**src/rtl/mbs_pkg.sv**
```systemverilog
// constants and types for the max-mode bus cycle sequencer
// Function
// - sample ready at T3 and wait states; stretch
// - status passive all-ones from the start of T4
// - drive request_grant_line high after pulse exchange
// - two back-to-back acknowledge cycles, bus floating
// - cascade address valid in T1 and T2 of second acknowledge cycle
// - async inputs two-flop synchronised, acted on third clock
package mbs_pkg;

  // ***************************************************
  // bus cycle states
  // ***************************************************
  typedef enum logic [2:0] {
    MBS_TI = 3'b000,
    MBS_T1 = 3'b001,
    MBS_T2 = 3'b010,
    MBS_T3 = 3'b011,
    MBS_TW = 3'b100,
    MBS_T4 = 3'b101
  } mbs_state_e;

  // ***************************************************
  // request/grant states
  // ***************************************************
  typedef enum logic [1:0] {
    MBS_RG_IDLE  = 2'b00,
    MBS_RG_GRANT = 2'b01,
    MBS_RG_OWNED = 2'b10,
    MBS_RG_DRIVE = 2'b11
  } mbs_rg_e;

  localparam logic [2:0] MBS_STATUS_PASSIVE = 3'h7;
  localparam logic [2:0] MBS_STATUS_INTERRUPT_ACKNOWLEDGE_CYCLE    = 3'h0;
  localparam logic [2:0] MBS_CASCADE_RST    = 3'h0;
  localparam logic [1:0] MBS_ACK_CNT        = 2'h2;
  localparam logic [1:0] MBS_ACK_RST        = 2'h0;

endpackage : mbs_pkg

```
**src/rtl/mbs_seq.sv**
```systemverilog
// max-mode bus cycle sequencer: state, status, ack pair, request/grant
`timescale 1ns/1ps
module mbs_seq (
  // clock and reset
  input  wire logic       core_clk,
  input  wire logic       rstn,
  // bus cycle request from core
  input  wire logic       cyc_req,
  input  wire logic [2:0] cyc_status,
  input  wire logic [2:0] cascade_in,
  // asynchronous pins
  input  wire logic       ready,
  input  wire logic       maskable_interrupt_request,
  input  wire logic       nmi,
  input  wire logic       wait_test_input,
  // request/grant pin
  input  wire logic       request_grant_line_i,
  output logic            request_grant_line_o,
  output logic            request_grant_line_oe_n,
  // bus outputs
  output logic [2:0]      status,
  output logic            ad_oe_n,
  output logic [2:0]      cascade_addr,
  output logic            cascade_valid,
  output logic            cyc_done,
  output logic            nmi_seen,
  output logic            test_seen
);

  // ***************************************************
  // synchronisers
  // ***************************************************
  logic [4:0] sy1_q, sy2_q;
  logic       rg_prev_q, own1_q, own2_q;
  logic       rgo_q, rgoe_q;
  logic       rg_s;
  // own low drive on the line is masked, its echo is no release
  assign rg_s = sy2_q[4] | own2_q;
  always_ff @(posedge core_clk or negedge rstn) begin
    if (!rstn) begin
      sy1_q     <= 5'h1D; // interrupt request input idles low, others high
      sy2_q     <= 5'h1D;
      rg_prev_q <= 1'b1;
      own1_q    <= 1'b0;
      own2_q    <= 1'b0;
    end else begin
      sy1_q     <= {request_grant_line_i, wait_test_input, nmi,
                    maskable_interrupt_request, ready};
      sy2_q     <= sy1_q;
      rg_prev_q <= rg_s;
      own1_q    <= ~rgoe_q & ~rgo_q;
      own2_q    <= own1_q;
    end
  end
  logic rdy_s, maskable_interrupt_request_s, rg_pulse;
  assign rdy_s    = sy2_q[0];
  assign maskable_interrupt_request_s   = sy2_q[1];
  assign rg_pulse = rg_prev_q & ~rg_s;

  // ***************************************************
  // bus cycle sequencer
  // ***************************************************
  mbs_pkg::mbs_state_e st_q, st_d;
  mbs_pkg::mbs_rg_e    rg_q, rg_d;
  logic [1:0] ack_q, ack_d;
  logic [2:0] stat_q, stat_d, cas_q, cas_d;
  logic       adz_q, adz_d, casv_q, casv_d, done_q, done_d;
  logic       nmi_q, nmi_d, tst_q, tst_d, rgo_d, rgoe_d;
  logic       bus_free;

  assign bus_free = (rg_q == mbs_pkg::MBS_RG_IDLE);

  // next state of cycle, status and ack pair
  always_comb begin
    st_d   = st_q;
    ack_d  = ack_q;
    stat_d = stat_q;
    cas_d  = cas_q;
    adz_d  = adz_q;
    casv_d = casv_q;
    done_d = 1'b0;
    nmi_d  = ~sy2_q[2];
    tst_d  = ~sy2_q[3];
    case (st_q)
      mbs_pkg::MBS_TI: begin
        if (bus_free && (maskable_interrupt_request_s || ack_q != mbs_pkg::MBS_ACK_RST)) begin
          st_d   = mbs_pkg::MBS_T1;
          stat_d = mbs_pkg::MBS_STATUS_INTERRUPT_ACKNOWLEDGE_CYCLE;
          adz_d  = 1'b1;
          if (ack_q == mbs_pkg::MBS_ACK_RST)
            ack_d = mbs_pkg::MBS_ACK_CNT;
        end else if (bus_free && cyc_req) begin
          st_d   = mbs_pkg::MBS_T1;
          stat_d = cyc_status;
          adz_d  = 1'b0;
        end
      end
      mbs_pkg::MBS_T1: st_d = mbs_pkg::MBS_T2;
      mbs_pkg::MBS_T2: st_d = mbs_pkg::MBS_T3;
      mbs_pkg::MBS_T3, mbs_pkg::MBS_TW: begin
        if (rdy_s) begin
          st_d   = mbs_pkg::MBS_T4;
          stat_d = mbs_pkg::MBS_STATUS_PASSIVE;
        end else begin
          st_d = mbs_pkg::MBS_TW;
        end
      end
      default: begin
        done_d = 1'b1;
        if (ack_q != mbs_pkg::MBS_ACK_RST) begin
          ack_d = ack_q - 2'h1;
          casv_d = (ack_q == mbs_pkg::MBS_ACK_CNT);
          if (ack_q == mbs_pkg::MBS_ACK_CNT)
            cas_d = cascade_in;
          if (ack_q == mbs_pkg::MBS_ACK_CNT) begin
            st_d   = mbs_pkg::MBS_T1;
            stat_d = mbs_pkg::MBS_STATUS_INTERRUPT_ACKNOWLEDGE_CYCLE;
          end else begin
            st_d  = mbs_pkg::MBS_TI;
            adz_d = 1'b0;
          end
        end else begin
          st_d = mbs_pkg::MBS_TI;
        end
      end
    endcase
    // cascade address dropped at the end of T2 of second cycle
    if (st_q == mbs_pkg::MBS_T2 && casv_q)
      casv_d = 1'b0;
  end

  // next state of request/grant
  always_comb begin
    rg_d   = rg_q;
    rgo_d  = 1'b1;
    rgoe_d = 1'b1;
    case (rg_q)
      mbs_pkg::MBS_RG_IDLE:
        if (rg_pulse && st_q == mbs_pkg::MBS_TI) begin
          rg_d   = mbs_pkg::MBS_RG_GRANT;
          rgo_d  = 1'b0;
          rgoe_d = 1'b0;
        end
      // grant pulse lasts one clock
      mbs_pkg::MBS_RG_GRANT: rg_d = mbs_pkg::MBS_RG_OWNED;
      // coprocessor owns bus until release pulse
      mbs_pkg::MBS_RG_OWNED:
        if (rg_pulse) begin
          rg_d   = mbs_pkg::MBS_RG_DRIVE;
          rgo_d  = 1'b1;
          rgoe_d = 1'b0;
        end
      default: rg_d = mbs_pkg::MBS_RG_IDLE;
    endcase
  end

  // registers
  always_ff @(posedge core_clk or negedge rstn) begin
    if (!rstn) begin
      st_q   <= mbs_pkg::MBS_TI;
      rg_q   <= mbs_pkg::MBS_RG_IDLE;
      ack_q  <= mbs_pkg::MBS_ACK_RST;
      stat_q <= mbs_pkg::MBS_STATUS_PASSIVE;
      cas_q  <= mbs_pkg::MBS_CASCADE_RST;
      adz_q  <= 1'b0;
      casv_q <= 1'b0;
      done_q <= 1'b0;
      nmi_q  <= 1'b0;
      tst_q  <= 1'b0;
      rgo_q  <= 1'b1;
      rgoe_q <= 1'b1;
    end else begin
      st_q   <= st_d;
      rg_q   <= rg_d;
      ack_q  <= ack_d;
      stat_q <= stat_d;
      cas_q  <= cas_d;
      adz_q  <= adz_d;
      casv_q <= casv_d;
      done_q <= done_d;
      nmi_q  <= nmi_d;
      tst_q  <= tst_d;
      rgo_q  <= rgo_d;
      rgoe_q <= rgoe_d;
    end
  end

  assign status                  = stat_q;
  assign ad_oe_n                 = adz_q;
  assign cascade_addr            = cas_q;
  assign cascade_valid           = casv_q;
  assign cyc_done                = done_q;
  assign nmi_seen                = nmi_q;
  assign test_seen               = tst_q;
  assign request_grant_line_o    = rgo_q;
  assign request_grant_line_oe_n = rgoe_q;

endmodule : mbs_seq

```
**config.mk**
```make
export PLATFORM = sky130hd
export DESIGN_NAME = mbs_seq
export DESIGN_NICKNAME = d
export VERILOG_FILES = /design/src/rtl/mbs_pkg.sv /design/src/rtl/mbs_seq.sv
export SDC_FILE = /design/constraint.sdc
export NUM_CORES = 1
export LEC_CHECK = 0
export BUFFER_PORTS_ARGS = -buffer_cell sky130_fd_sc_hd__buf_2
export CAP_MARGIN = 15
export CORE_AREA = 4 4 59 61
export CTS_BUF_LIST = sky130_fd_sc_hd__clkbuf_8
export CTS_CLUSTER_DIAMETER = 120
export CTS_CLUSTER_SIZE = 25
export DETAILED_ROUTE_END_ITERATION = 16
export DIE_AREA = 0 0 63 65
export GPL_ROUTABILITY_DRIVEN = 0
export GPL_TIMING_DRIVEN = 0
export PLACE_DENSITY = 0.71
export SYNTH_ARGS = -nofsm -noshare
export SYNTH_HDL_FRONTEND = slang
export SYNTH_SLANG_ARGS = --single-unit
```
**constraint.sdc**
```tcl
create_clock -name core_clk -period 1.8 [get_ports core_clk]
set_clock_uncertainty 0.1 [all_clocks]
set_input_delay 0.27 -clock core_clk [delete_from_list [all_inputs] [get_ports core_clk]]
set_output_delay 0.27 -clock core_clk [all_outputs]
set_load 0.01 [all_outputs]
```
Yosys cells after proc, flatten, opt, wreduce, memory -nomap -nowiden
Index checks and enable logic that the tools add are counted.
Operators by class
  bitwise operators: 11
  eq/ne operators: 15
  shifts and indexed selects: 0
  $mul: 0
  reductions and logical operators: 23
  div/mod/pow operators: 0
  $lt $le $gt $ge: 0
  $add $sub $neg: 1
  multiplexer cells: 32
Operators by type and width (count)
  two-way mux 3 bit: 8
  two-way mux 1 bit: 13
  one-hot mux 3 bit (4 select lines): 1
  two-way mux 2 bit: 5
  one-hot mux 3 bit (3 select lines): 1
  != test 2 bit (second input constant): 4
  inverter 1 bit: 8
  AND reduction 4 bit: 2
  == test 3 x 2 -> 1 bit (second input constant): 2
  != test 2 x 1 -> 1 bit (second input constant): 3
  one-hot mux 2 bit (3 select lines): 1
  nonzero test 2 bit: 3
  nonzero test 3 bit: 2
  AND reduction 5 bit: 1
  OR reduction 5 bit: 1
  == test 2 bit (second input constant): 2
  logical AND 1 bit: 4
  logical NOT 2 bit: 2
  one-hot mux 1 bit (2 select lines): 2
  one-hot mux 2 bit (2 select lines): 1
  AND reduction 2 bit: 2
  OR reduction 2 bit: 2
  OR reduction 4 bit: 1
  == test 3 x 1 -> 1 bit (second input constant): 1
  9 further kinds: 10
Word-level totals
  flip-flop bits (word level): 33
  memory bits (writable): 0
  memory bits (read-only): 0
  memories: 0
  output and inout bits: 13
  latch bits: 0
  bits of input ports: 14
  logic and storage cells: 99

Depth between registers and ports, before layout
  depth in word-level cells: 6
  gate-level depth with buffers: 7

Least setup slack after synthesis
OpenSTA, ideal clock, no wires.
  kind: register to register
  from: reg ack_q[0]
  to: reg stat_q[0], in the netlist status[0]
  clock period less this slack: 1.814 ns
  path buffers: 0
  stages on the path, launching flop included: 7
  data arrival time: 1.639 ns
  path slack: -0.014 ns
  cell sequence: dfrtp_1 > inv_1 > ha_1 > and3b_4 > a21o_1 > a221oi_4 > mux2i_1
Between the ends
  cells in the longest elaborated chain, start to end: 5
Ends and longest elaborated chain
  start, declared: line mbs_seq.sv:65  | logic [1:0] ack_q, ack_d;
  start signal, assigned: line mbs_seq.sv:162  | ack_q <= mbs_pkg::MBS_ACK_RST;
  start signal, assigned: line mbs_seq.sv:175  | ack_q <= ack_d;
  nonzero test 2 bit: line mbs_seq.sv:86, mbs_seq.sv:110
  logical OR 1 bit: line mbs_seq.sv:86  | if (bus_free && (maskable_interrupt_request_s || ack_q != mbs_pkg::MBS_ACK_RST)) begin
  logical AND 1 bit: line mbs_seq.sv:86
  != test 3 bit (no line) / two-way mux 3 bit (equally long branches)
  AND reduction 5 bit (no line) / one-hot mux 3 bit (3 select lines) (equally long branches)
  end signal, assigned: line mbs_seq.sv:163  | stat_q <= mbs_pkg::MBS_STATUS_PASSIVE;
  end signal, assigned: line mbs_seq.sv:176  | stat_q <= stat_d;
  end, declared: line mbs_seq.sv:66  | logic [2:0] stat_q, stat_d, cas_q, cas_d;
Several ways; a longest one is shown, not always the timed one.
A chain may end at the register's enable or synchronous reset.

Worst setup path after layout
  from: reg ack_q[1]
  to: reg stat_q[0], in the netlist status[0]
Same word-level chain as after synthesis.

==> results.md <==
- The shortest period the worst path allows is between 1.5 and 2 ns.
- The number of buffers and inverters on the critical path is 1.
- The share of async-settable or async-resettable flops after synthesis is 1.00.
- The post-placement worst setup slack is -0.137 ns.
- The critical path ends at status[0]$_DFFE_PN1P_.
- The finished cells cover around 0.0019 mm².
- The die boundary height is around 65 µm.
- The longest clock path from root to sink contains 2 buffers.
- The signal on the critical path passes through inv_2, ha_4, and3b_4, a21o_1, a221oi_4, mux2i_1.
- The initial antenna violation count is 0.
- The share of the clock period used by the worst path after layout is 1.01.
- The kind of capture point of the worst setup path is a register.
- The wire length per cell is approximately 14 µm.
- In this run the power density over the cells is ~1600 mW/mm².
- The HPWL after detailed placement is about 1800 µm.
- The number of register bits inferred by synthesis is 33.
- In this run the number of H-tree levels came out at 2.
- The share of total power in combinational logic is 0.468.
- The number of max-capacitance violations reported is 0.
- The type of the most critical hold path is primary input to register.
- The leftover overflow at the end of global routing is 0.
- Detailed routing inserted a total of 1004 vias.
- The library cells used most frequently in the layout, excluding fill and tap cells, are sky130_fd_sc_hd__buf_2, sky130_fd_sc_hd__dfrtp_1, sky130_fd_sc_hd__dfstp_2.
- Of the post-synthesis cell area, the dominant cell type holds 0.331.
- The post-layout net count is approximately 180.
- The number of stages on the worst hold path is 2.
- The CTS tree is yes.
- The floorplan step defined a core boundary enclosing about 0.003 mm².
- In the post-synthesis netlist, the biggest area contributors are sky130_fd_sc_hd__dfrtp_1, sky130_fd_sc_hd__dfstp_2, sky130_fd_sc_hd__ha_1.
- The share of cells above drive strength 1 is 0.463.
- The count of fill cells added during filler insertion is 210.
- For this run, the detailed router's first-pass iteration total came to 4.
- On the worst path, the slowest cell contributes a delay of between 0.4 and 0.5 ns.
- Setup repair after global routing could not meet its margin everywhere.
- After detailed routing, the number of vias per cell comes to 5.20.
- The data required time of the critical path is about 1.9 ns.
- The capture instance of the worst register-to-register path is status[0]$_DFFE_PN1P_.
- The leakage power figure is 0.000884 µW.
- The commonest non-fill, non-tap cell in the layout is sky130_fd_sc_hd__buf_2.
- The startpoint of the worst hold path is cascade_in[2].
- The later pin in the worst-skew pair is clocked with a latency of 0.28 ns.
- The number of placement rows is 20.
- The reg-to-reg critical path startpoint is ack_q[1]$_DFFE_PN0P_.
- Summed over all instances, the cell type with the most area after synthesis is sky130_fd_sc_hd__dfrtp_1.
- From synthesis to final layout, the design area changed by 29.1%.
- The share of total power dissipated in the clock network is 0.178.
- The number of global-route vias before repair is 1042.
- In the routed design, unresolved DRC markers number 0.
- The overall die area is roughly 0.004 mm².
- Clock-pin slew was measured on the worst setup and hold paths at roughly 0.06 ns.
- Yosys mapped the design onto 37 distinct sky130hd cell types.
- The hold violation total from the final report is 0.
- Each instance of the synthesized netlist takes up on average 12.3 µm².
- The register share of total power is 0.354.
- The cell type group with the largest total delay on the critical path is compound AO/OA/AOI/OAI gates.
- In this run the tightest slew margin relative to its limit is 0.549.
- STA classifies the critical path startpoint as a register.
- After technology mapping, the gate count stands at between 100 and 150.
- IR analysis of the VDD net gives a maximum drop of just under 900 µV.
- The TritonCTS buffer count is 5.
- The category of the critical setup timing path is register to register.
- Cell internal power was estimated by the tool at roughly 1900 µW.
- Of the total power, the share spent switching nets is 0.362.
- In this run the count of I/O pins placed on the die edge is 27.
- Entering global routing, the biggest net connects 34 pins.
- Wires add up to around 2700 µm.
- The iteration-0 DRC count of the detailed router is 23.
- Counting flops with a built-in enable in the synthesized netlist gives 0.
- The share of the Yosys chip area taken by registers is 0.587.
- The slowest stage of the critical path is the sky130_fd_sc_hd__dfrtp_1 cell.
- The final reports fail on setup timing.
- The antenna diode instance count is 0.
- The run finished, with violations left.
- The register-to-register path setup slack is -0.01 ns.
- In this run the number of cells on the critical path is 6.
- Once routing completed, OpenROAD measured the worst setup slack at -0.0104 ns.
- The largest fanout on the critical path is 4.
- The placed instance area is ~0.0016 mm².
- The switching power summed over all nets is ~1100 µW.
- The floorplan step set the die width to roughly 63 µm.
- Summing internal, switching and leakage power gives around 3000 µW.
- The most critical setup path has its startpoint at ack_q[1]$_DFFE_PN0P_.
- The post-synth net total is around 140.
- The root cell of the clock tree is sky130_fd_sc_hd__clkbuf_8.
- Static timing analysis puts the maximum clock frequency at between 500 and 600 MHz.
- For this configuration, the core starts out at a cell density of 0.483.
- The total track usage is 0.150.
- At the pin with the least slew margin, the transition time is between 0.6 and 0.7 ns.
- Port buffering added 26 buffers.
- The count of pins over their slew limit is 0.
- For this run, the number of Yosys warnings is 0.
- The critical path arrival is approximately 1.9 ns.
- The final antenna-violating net count is 0.
- The clock net sink count is 33.
- The worst register-to-register path has a depth of 6.
- The setup violation total in the final timing report is 1.
- The most frequently used flop master after synthesis is sky130_fd_sc_hd__dfrtp_1.
- The first-pass GRT wire length is roughly 4600 µm.
- The netlist area before placement is around 0.0014 mm².
what timing repair did:
| item | in CTS | in global routing |
|---|---|---|
| setup endpoints to repair | 6 | 7 |
| buffers inserted | 3 | 2 |
| gates resized for setup | 10 | 2 |
| hold endpoints to repair | 24 | 0 |
| pin swaps | 3 | 4 |
| hold buffers | 6 | 0 |
per-layer routing:
metal / routed length, µm / global-route usage
met5: 0 / 0
met4: 59 / 0.0689
met3: 156 / 0.0555
met2: 1410 / 0.264
met1: 1080 / 0.161
power by group through the flow:
stage	Combinational, µW	Sequential (µW)	Clock (µW)
3_3_place_gp	1160	1060	0
3_5_place_dp	1200	1080	0
2_1_floorplan	868	1110	0
5_1_grt	1570	1100	594
6_report	1420	1070	540
4_1_cts	1340	1070	558
worst min-delay path by stage:
| stage | endpoint | slack [ns] |
|---|---|---|
| 6_report | cascade_addr[2]$_DFFE_PN0P_ | 0.12 |
| 5_1_grt | cascade_addr[2]$_DFFE_PN0P_ | 0.12 |
| 4_1_cts | cascade_addr[2]$_DFFE_PN0P_ | 0.11 |
| 3_5_place_dp | own2_q$_DFF_PN0_ | 0.24 |
| 3_3_place_gp | sy2_q[1]$_DFF_PN0_ | 0.23 |
| 2_1_floorplan | ack_q[0]$_DFFE_PN0P_ | -0.13 |
final cells by class:
class                           instances  area (µm²)  share of cell area
Buffer                                  4        26.3              0.0142
Multi-Input combinational cell         67         586               0.316
Clock buffer                            6        82.6              0.0445
Timing Repair Buffer                   37         228               0.123
Clock inverter                          1        3.75             0.00202
Inverter                               12        45.0              0.0243
Sequential cell                        33         843               0.454
Tap cell                               33        41.3              0.0223
cell families after synthesis:
family | after synthesis | share of synthesized area
adders and majority gates | 5 | 0.0435
and+or+nand+nor | 26 | 0.105
xor gates and xnor gates | 1 | 0.00609
buffers and inverters | 17 | 0.0531
DFF | 33 | 0.587
AOI/OAI and AO/OA | 26 | 0.138
muxes | 9 | 0.0679
state kept, by name (all words and copies together) (netlist names):
name                     flops
ad_oe_n                      1
sy2_q                        5
ack_q                        2
test_seen                    1
st_q                         3
status                       3
own2_q                       1
nmi_seen                     1
request_grant_line_oe_n      1
rg_q                         2
cyc_done                     1
cascade_valid                1
request_grant_line_o         1
cascade_addr                 3
rg_prev_q                    1
own1_q                       1
sy1_q                        5
metrics by stage:
step,setup TNS (ns),instances,hold slack [ns],util
floorplan,0,117,-0.126,-
global placement,-0.471,176,0.232,0.541
detailed placement,-0.754,176,0.238,0.541
CTS,-0.0210,191,0.112,0.613
global route,-0.297,193,0.121,0.623
finish,-0.0104,193,0.119,0.623
synthesized netlist by cell type, types with 2 or more instances:
library cell and instances:
sky130_fd_sc_hd__a21o_1 2, sky130_fd_sc_hd__a21oi_1 4, sky130_fd_sc_hd__a22oi_1 3, sky130_fd_sc_hd__buf_2 4
sky130_fd_sc_hd__dfrtp_1 19, sky130_fd_sc_hd__dfstp_2 14, sky130_fd_sc_hd__ha_1 5, sky130_fd_sc_hd__inv_1 12
sky130_fd_sc_hd__mux2_2 5, sky130_fd_sc_hd__mux2i_1 3, sky130_fd_sc_hd__nand2_1 7, sky130_fd_sc_hd__nand2b_1 2
sky130_fd_sc_hd__nor2_1 3, sky130_fd_sc_hd__nor2b_1 5, sky130_fd_sc_hd__nor3b_1 2, sky130_fd_sc_hd__o21ai_0 5
sky130_fd_sc_hd__o31ai_1 2
(Power assumes the default switching activity.)
